==> src/cfpc_cfg.svh <==
// Summary of operation
// - user array is 256 pages of 128 bytes
// - separate 128-byte extra row for boot data
// - security upper nibble software, lower parallel only
// - page buffer is the only software write path
// - launch only when executing from boot flash
// - boot flash never programmable by software
// - boot flash mapped at F800h-FFFFh when enabled
// - after reset user array is read-only code
// - page-buffer map routes data writes 0000h-7FFFh
// - address bits 6:0 byte, 14:7 page
// - page-buffer map overrides external RAM select
// - space select maps user, extra row, security
// - key 5 then key A launches programming
// - launch copies buffer to selected target only
// - unlock writes must be consecutive instructions
// - busy flag high during programming
// - busy cleared by hardware, not by software
// - latest buffer write selects programmed page
// - erase then program only loaded bytes
`ifndef CFPC_CFG_SVH
`define CFPC_CFG_SVH
`define CFPC_PAGE_BYTES 128
`define CFPC_PAGES      256
`define CFPC_KEY_MSB    7
`define CFPC_KEY_LSB    4
`define CFPC_MAP_BIT    3
`define CFPC_SEL_MSB    2
`define CFPC_SEL_LSB    1
`define CFPC_BUSY_BIT   0
`define CFPC_KEY_ARM    4'h5
`define CFPC_KEY_GO     4'hA
`define CFPC_USER_TOP   16'h7FFF
`define CFPC_EXTRA_ROW_BASE  16'hFF80
`define CFPC_BOOT_BASE  16'hF800
`define CFPC_SEC_ADDR   16'h0000
`define CFPC_SEC_RST    8'hFF
`define CFPC_LAST_IDX   7'h7F
`endif

==> src/cfpc_pkg.sv <==
`include "cfpc_cfg.svh"
package cfpc_pkg;
  typedef enum logic [3:0] {
    ST_IDLE  = 4'b0001,
    ST_ERASE = 4'b0010,
    ST_PROG  = 4'b0100,
    ST_DONE  = 4'b1000
  } cfpc_state_t;
  typedef enum logic [1:0] {
    SP_USER = 2'b00,
    SP_EXTRA_ROW = 2'b01,
    SP_SEC  = 2'b10,
    SP_RSVD = 2'b11
  } cfpc_space_t;
  typedef enum logic [2:0] {
    RT_USER = 3'h0,
    RT_EXTRA_ROW = 3'h1,
    RT_SEC  = 3'h2,
    RT_BOOT = 3'h3,
    RT_EXT  = 3'h4
  } cfpc_route_t;
  typedef struct packed {
    logic [1:0]                           pp_act;
    logic [1:0]                           pp_wr;
    logic [3:0]                           pp_dat0;
    logic [3:0]                           pp_dat1;
    logic                                 pp_wr_d;
    logic                                 map;
    cfpc_space_t                          sel;
    logic                                 armed;
    cfpc_state_t                          state;
    cfpc_space_t                          target;
    logic [6:0]                           idx;
    logic [7:0]                           page;
    logic                                 fl_req;
    logic                                 fl_erase;
    logic [14:0]                          fl_addr;
    logic [7:0]                           fl_data;
    logic [7:0]                           sec;
    logic [`CFPC_PAGE_BYTES-1:0]          loaded;
    logic [`CFPC_PAGE_BYTES-1:0][7:0]     pbuf;
  } cfpc_regs_t;
endpackage : cfpc_pkg

==> src/cfpc_ctrl.sv <==
`timescale 1ns/1ps
`default_nettype none
`include "cfpc_cfg.svh"
module cfpc_ctrl (
  // clock and reset
  input  wire logic              i_clk,
  input  wire logic              i_resetn,
  // core instruction and control register port
  input  wire logic              i_instr_end,
  input  wire logic              i_exec_boot,
  input  wire logic              i_fcr_wr,
  input  wire logic [7:0]        i_fcr_wdata,
  output logic      [7:0]        o_flash_control_reg,
  output logic                   o_program_busy_flag,
  // auxiliary register bits
  input  wire logic              i_boot_map_enable,
  input  wire logic              i_ext_ram_select,
  // external data write path
  input  wire logic              i_xwr,
  input  wire logic [15:0]       i_xaddr,
  input  wire logic [7:0]        i_xwdata,
  output logic                   o_xwr_pbuf,
  output logic                   o_xwr_ram,
  output logic                   o_xram_ext,
  // code read decode
  input  wire logic [15:0]       i_caddr,
  output cfpc_pkg::cfpc_route_t  o_code_route,
  output logic      [7:0]        o_sec_byte,
  // flash array macro
  output logic                   o_fl_req,
  output logic                   o_fl_erase,
  output cfpc_pkg::cfpc_space_t  o_fl_target,
  output logic      [14:0]       o_fl_addr,
  output logic      [7:0]        o_fl_data,
  input  wire logic              i_fl_ack,
  // parallel programmer pins
  input  wire logic              i_pp_active,
  input  wire logic              i_pp_sec_wr,
  input  wire logic [3:0]        i_pp_sec_data,
  output logic                   o_boot_prog_en
);

  // ----------------------------------------
  // helpers
  // ----------------------------------------
  function automatic logic f_in_user(input logic [15:0] a);
    f_in_user = (a <= `CFPC_USER_TOP);
  endfunction : f_in_user

  // key nibble compare, shared by both unlock writes
  function automatic logic f_key_is(input logic [7:0] d, input logic [3:0] k);
    f_key_is = (d[`CFPC_KEY_MSB:`CFPC_KEY_LSB] == k);
  endfunction : f_key_is

  // phase after the last slot: erase hands over to program, program to done
  function automatic cfpc_pkg::cfpc_state_t f_walk_end(input cfpc_pkg::cfpc_state_t st);
    f_walk_end = (st == cfpc_pkg::ST_ERASE) ? cfpc_pkg::ST_PROG : cfpc_pkg::ST_DONE;
  endfunction : f_walk_end

  cfpc_pkg::cfpc_regs_t s;
  cfpc_pkg::cfpc_regs_t next_s;
  logic                 key_arm;
  logic                 key_go;
  logic                 go;
  logic                 busy;
  cfpc_pkg::cfpc_space_t wsel;
  logic [6:0]           xbyte;
  logic [7:0]           xpage;
  logic                 pp_edge;
  logic [3:0]           pp_nib;
  logic [3:0]           sec_lo;

  // ----------------------------------------
  // control register decode
  // ----------------------------------------
  // launch only from boot code and idle; reserved target arms but never starts
  assign wsel    = cfpc_pkg::cfpc_space_t'(i_fcr_wdata[`CFPC_SEL_MSB:`CFPC_SEL_LSB]);
  assign key_arm = i_fcr_wr && f_key_is(i_fcr_wdata, `CFPC_KEY_ARM);
  assign key_go  = i_fcr_wr && f_key_is(i_fcr_wdata, `CFPC_KEY_GO);
  assign go      = key_go && s.armed && i_exec_boot && (s.state == cfpc_pkg::ST_IDLE)
                   && (wsel != cfpc_pkg::SP_RSVD);
  assign busy    = (s.state != cfpc_pkg::ST_IDLE);
  // synchronised pin edge and the nibble it loads
  assign pp_edge = s.pp_wr[1] && !s.pp_wr_d;
  assign pp_nib  = s.pp_dat1;
  assign sec_lo  = s.sec[3:0];

  // ----------------------------------------
  // data space routing
  // ----------------------------------------
  // the map bit wins over the external RAM select inside the buffer window
  assign o_xwr_pbuf = i_xwr && s.map && f_in_user(i_xaddr);
  assign o_xwr_ram  = i_xwr && !o_xwr_pbuf;
  assign o_xram_ext = i_ext_ram_select && !(s.map && f_in_user(i_xaddr));
  // byte slot and page fields of a buffer write
  assign xbyte      = i_xaddr[6:0];
  assign xpage      = i_xaddr[14:7];

  // ----------------------------------------
  // code space routing
  // ----------------------------------------
  // boot window checked first so an enabled boot flash shadows the extra row
  always_comb begin
    if (i_boot_map_enable && (i_caddr >= `CFPC_BOOT_BASE)) begin
      o_code_route = cfpc_pkg::RT_BOOT;
    end else if ((s.sel == cfpc_pkg::SP_EXTRA_ROW) && (i_caddr >= `CFPC_EXTRA_ROW_BASE)) begin
      o_code_route = cfpc_pkg::RT_EXTRA_ROW;
    end else if ((s.sel == cfpc_pkg::SP_SEC) && (i_caddr == `CFPC_SEC_ADDR)) begin
      o_code_route = cfpc_pkg::RT_SEC;
    end else if (f_in_user(i_caddr)) begin
      o_code_route = cfpc_pkg::RT_USER;
    end else begin
      o_code_route = cfpc_pkg::RT_EXT;
    end
  end

  // ----------------------------------------
  // next state
  // ----------------------------------------
  always_comb begin
    next_s = s;
    // pin synchronisers, second stage is the only reader of the first
    next_s.pp_act  = {s.pp_act[0], i_pp_active};
    next_s.pp_wr   = {s.pp_wr[0], i_pp_sec_wr};
    next_s.pp_dat0 = i_pp_sec_data;
    next_s.pp_dat1 = s.pp_dat0;
    next_s.pp_wr_d = s.pp_wr[1];
    // lower security nibble only through the parallel programmer
    if (pp_edge) begin
      next_s.sec[3:0] = pp_nib;
    end
    // control writes keep map and select; busy is never software written
    if (i_fcr_wr) begin
      next_s.map   = i_fcr_wdata[`CFPC_MAP_BIT];
      next_s.sel   = wsel;
      next_s.armed = key_arm;
    end else if (i_instr_end) begin
      next_s.armed = 1'b0;
    end
    // buffer load, refused while programming runs
    if (o_xwr_pbuf && !busy) begin
      next_s.pbuf[xbyte]   = i_xwdata;
      next_s.loaded[xbyte] = 1'b1;
      next_s.page          = xpage;
    end
    unique case (s.state)
      cfpc_pkg::ST_IDLE: begin
        if (go) begin
          next_s.state  = cfpc_pkg::ST_ERASE;
          next_s.target = wsel;
          next_s.idx    = 7'h00;
        end
      end
      cfpc_pkg::ST_ERASE,
      cfpc_pkg::ST_PROG: begin
        // walk every byte slot; unloaded slots cost one cycle and are skipped
        if (s.fl_req) begin
          if (i_fl_ack) begin
            next_s.fl_req = 1'b0;
            if ((s.state == cfpc_pkg::ST_PROG) && (s.target == cfpc_pkg::SP_SEC)) begin
              next_s.sec[7:4] = s.pbuf[0][7:4];
            end
            next_s.idx = s.idx + 7'h01;
            if (s.idx == `CFPC_LAST_IDX) begin
              next_s.state = f_walk_end(s.state);
            end
          end
        end else if (s.loaded[s.idx] &&
                     ((s.target != cfpc_pkg::SP_SEC) || (s.idx == 7'h00))) begin
          next_s.fl_req   = 1'b1;
          next_s.fl_erase = (s.state == cfpc_pkg::ST_ERASE);
          next_s.fl_addr  = {s.page, s.idx};
          next_s.fl_data  = s.pbuf[s.idx];
        end else begin
          next_s.idx = s.idx + 7'h01;
          if (s.idx == `CFPC_LAST_IDX) begin
            next_s.state = f_walk_end(s.state);
          end
        end
      end
      cfpc_pkg::ST_DONE: begin
        next_s.loaded = '0;
        next_s.state  = cfpc_pkg::ST_IDLE;
      end
      default: begin
        next_s.state = cfpc_pkg::ST_IDLE;
      end
    endcase
  end

  // ----------------------------------------
  // state register
  // ----------------------------------------
  always_ff @(posedge i_clk or negedge i_resetn) begin
    if (!i_resetn) begin
      s        <= '0;
      s.state  <= cfpc_pkg::ST_IDLE;
      s.target <= cfpc_pkg::SP_USER;
      s.sel    <= cfpc_pkg::SP_USER;
      s.sec    <= `CFPC_SEC_RST;
    end else begin
      s <= next_s;
    end
  end

  // ----------------------------------------
  // outputs
  // ----------------------------------------
  assign o_program_busy_flag = busy;
  assign o_flash_control_reg = {4'h0, s.map, s.sel, busy};
  assign o_sec_byte          = s.sec;
  assign o_fl_req            = s.fl_req;
  assign o_fl_erase          = s.fl_erase;
  assign o_fl_target         = s.target;
  assign o_fl_addr           = s.fl_addr;
  assign o_fl_data           = s.fl_data;
  // boot flash writes belong to the parallel programmer alone
  assign o_boot_prog_en      = s.pp_act[1];
endmodule : cfpc_ctrl
`default_nettype wire

==> config.mk <==
export PLATFORM = sky130hd
export DESIGN_NAME = cfpc_ctrl
export DESIGN_NICKNAME = d
export VERILOG_FILES = /design/src/cfpc_pkg.sv /design/src/cfpc_ctrl.sv
export VERILOG_INCLUDE_DIRS = /design/src
export SDC_FILE = /design/constraint.sdc
export NUM_CORES = 2
export LEC_CHECK = 0
export BUFFER_PORTS_ARGS = -buffer_cell sky130_fd_sc_hd__buf_2
export CORE_MARGIN = 2
export CORE_UTILIZATION = 58
export CTS_BUF_LIST = sky130_fd_sc_hd__clkbuf_8
export DETAILED_ROUTE_END_ITERATION = 16
export PLACE_DENSITY = 0.82
export REMOVE_ABC_BUFFERS = 1
export SLEW_MARGIN = 0
export SYNTH_ARGS = -nofsm -noshare
export SYNTH_HDL_FRONTEND = slang
export SYNTH_SLANG_ARGS = --single-unit
==> constraint.sdc <==
create_clock -name i_clk -period 6.53 [get_ports i_clk]
set_input_delay 0.653 -clock i_clk [delete_from_list [all_inputs] [get_ports i_clk]]
set_output_delay 0.653 -clock i_clk [all_outputs]
set_load 0.05 [all_outputs]
==> impl_metrics.ini <==
[outcome]
status = finished, final reports clean

[setup_path]
end_kind = flip-flop
crit_path_start_kind = flip-flop
critPathLaunch = s[1194]$_DFFE_PN0P_
reg2reg_depth = 8
rr_startpoint = s[1194]$_DFFE_PN0P_
path_max_fanout = 52
critPathRequiredTime_ns = 7.27
criticalPathCategory = reg2reg
crit_arrival_ns = 5.24

[sta]
hold_viol = 0
finalSetupViolations = 0
rsz0062_at_grt = no
period_needed_ns = 4.49
finalSetupTns_ns = 0
maxSlewViolCount = 0
clock_skew_ns = 0.0499
worst_slew_pin_slew_ns = 1.10
timing.final.crit_share_pct = 68.8
slew_headroom_pct = 26.7
max_freq_ghz = 0.223

[synth]
synthFlopType = dfrtp_1
synth_edf_count = 0
ys_ff_latch = 1223
yosysWarnings = 0
async_flop_share_pct = 100
synth_area_per_cell_um2 = 15.9
postSynthCellCount = 3476
seq_area_frac_synth_pct = 55.5
ys_types = 57
synth_area_um2 = 55200

[cts]
root_buffer = clkbuf_8
clk_pin_slew_worst_paths_ns = 0.06
cts_tree = done
postCtsSetupRepairBufs = 0
clkLatencyLatePin_ns = 0.88
numCtsBuffers = 189
post_cts_resize_count = 0
cts.sinks = 1223
clk_path_buf_depth = 3
cts_hold_buf = 17
h-tree-depth = 4

[cells_and_area]
final_cell_mix = dfrtp_1, mux2_2, mux4_2
fill_cells = 6475
utilization_pct = 64.1
nets = 3621
final_common_cell = dfrtp_1
syn2layout_area_growth_pct = 9.82
fin_cells = 4979
drive_above_1_share_pct = 52.9

[run]
cap_violations = 0

[grt]
grt_usage_pct = 26.9
grt_pass1_wl_um = 201000
grt_pass1_vias = 33300
grt_max_degree = 182
grt_overflow = 0
antenna_found_initial = 4

[floorplanning]
initial_utilization_pct = 58.3
die_w_um = 312
dieArea_um2 = 97600
ioPinCount = 114
rows = 113
dieHeight_um = 312
design.core.area_um2 = 94600

[route]
drt_wl_total_um = 127000
route.detailed.drc = 0
via_per_inst = 6.29
num_vias = 31300
dr.pass1.iters = 5
drtIter0Drc = 2544
ant_nets = 0
avgRoutedWirePerCell_um = 25.6

[pwr]
ir_drop_mv = 0.180
p_leak_nw = 28.6
pwr_density_cell_nw_per_um2 = 251

[min_path]
min-delay-start = i_fcr_wdata[1]
hold-path-cell-count = 2
hold_path.class = in2reg

[place]
dp_cells = 4613
portBuffers = 108
gp_congestion = 0.849
hpwl_um = 79300
-- synth_stat cells (8+ instances only) --
cell      count  share of area [%]
nor2_2      104                1.2
nand3_1      10              0.091
nor3_1       21               0.19
buf_4        48               0.65
o21ai_0      16               0.15
clkbuf_1    161                1.1
inv_1        20               0.14
mux2i_1      30               0.54
nand3b_1     10               0.14
and3_1       10               0.11
mux4_2      339                 14
nor2b_1      11               0.12
a22o_1       15               0.24
buf_1        25               0.17
buf_2        56               0.51
a21boi_0     13               0.18
a21oi_1       8              0.073
dfrtp_1    1214                 55
nor2_1       31               0.21
nand2_1      54               0.37
o21a_1      115                1.6
dfstp_2       9               0.43
mux2_2     1062                 22
o22ai_1      11               0.12
-- where the power goes --
part | leakage, nW | switching [mW] | total, mW | internal (mW)
Combinational | 9.39 | 0.443 | 0.748 | 0.305
Clock | 2.29 | 3.04 | 6.51 | 3.47
Sequential | 16.9 | 0.117 | 7.93 | 7.82
-- metrics by stage --
stage | instance area [um2] | worst slack (ns) | hold slack (ns) | power, mW
after floorplan | 53900 | -8.04 | 0.331 | 8.39
after global placement | 56500 | 2.09 | 0.334 | 8.78
after detailed placement | 56500 | 2.09 | 0.341 | 8.81
after CTS | 60600 | 2.05 | 0.00788 | 15.3
after global routing | 60600 | 1.90 | 0.0587 | 15.8
final | 60600 | 2.04 | 0.0686 | 15.2
-- per-layer routing --
layer / wire length [um] / up-vias / global-route usage, %
met5: 0 / - / 0
met4: 4240 / 0 / 10.2
met1: 53600 / 17000 / 37.8
met3: 8020 / 239 / 5.22
li1: - / 13100 / -
met2: 61600 / 999 / 42.2
-- final timing paths --
check                      slack, ns                            endpoint
min in group asynchronous       0.43          asynchronous set/reset pin
hold / removal                  0.07  o_flash_control_reg[1]$_DFFE_PN0P_
setup / recovery                2.04            o_fl_addr[7]$_DFFE_PN0P_
max in group asynchronous       4.47          asynchronous set/reset pin
setup reg to reg                2.04            o_fl_addr[7]$_DFFE_PN0P_
hold reg to reg                 0.35              next_s[1210]$_DFF_PN0_
-- critical path, cell delays in order (launching register included) --
cell,delay [ns]
dfrtp_4,1.00
buf_4,0.58
mux4_2,0.57
mux2i_1,0.31
nor3_1,0.08
a2111o_1,0.40
nand4_1,0.51
buf_4,0.46
mux2_2,0.38
-- kinds of logic (layout without fill, tap and decap cells) --
group / Yosys count / after routing / synth area share [%]
flip-flops: 1223 / 1223 / 55.5
other: 1 / 9 / 0.00679
multiplexers: 1431 / 1431 / 36.0
XOR/XNOR: 1 / 1 / 0.0159
AO/OA/AOI/OAI: 218 / 218 / 2.91
adder cells (fa/ha/maj): 2 / 2 / 0.0453
AND/OR/NAND/NOR: 290 / 290 / 2.94
buffers and inverters: 310 / 540 / 2.56
-- final cells by class --
type | count | area [um2] | share of cell area, %
flip-flops and latches | 1223 | 30600 | 50.5
diodes | 5 | 12.5 | 0.0206
clock inverters | 101 | 577 | 0.952
repair buffers | 176 | 1200 | 1.99
well taps | 1265 | 1580 | 2.61
multi-input cells | 1946 | 23200 | 38.2
clock buffers | 243 | 3340 | 5.52
inverters | 20 | 77.6 | 0.128
No activity file was read; power rests on OpenSTA's default activity.
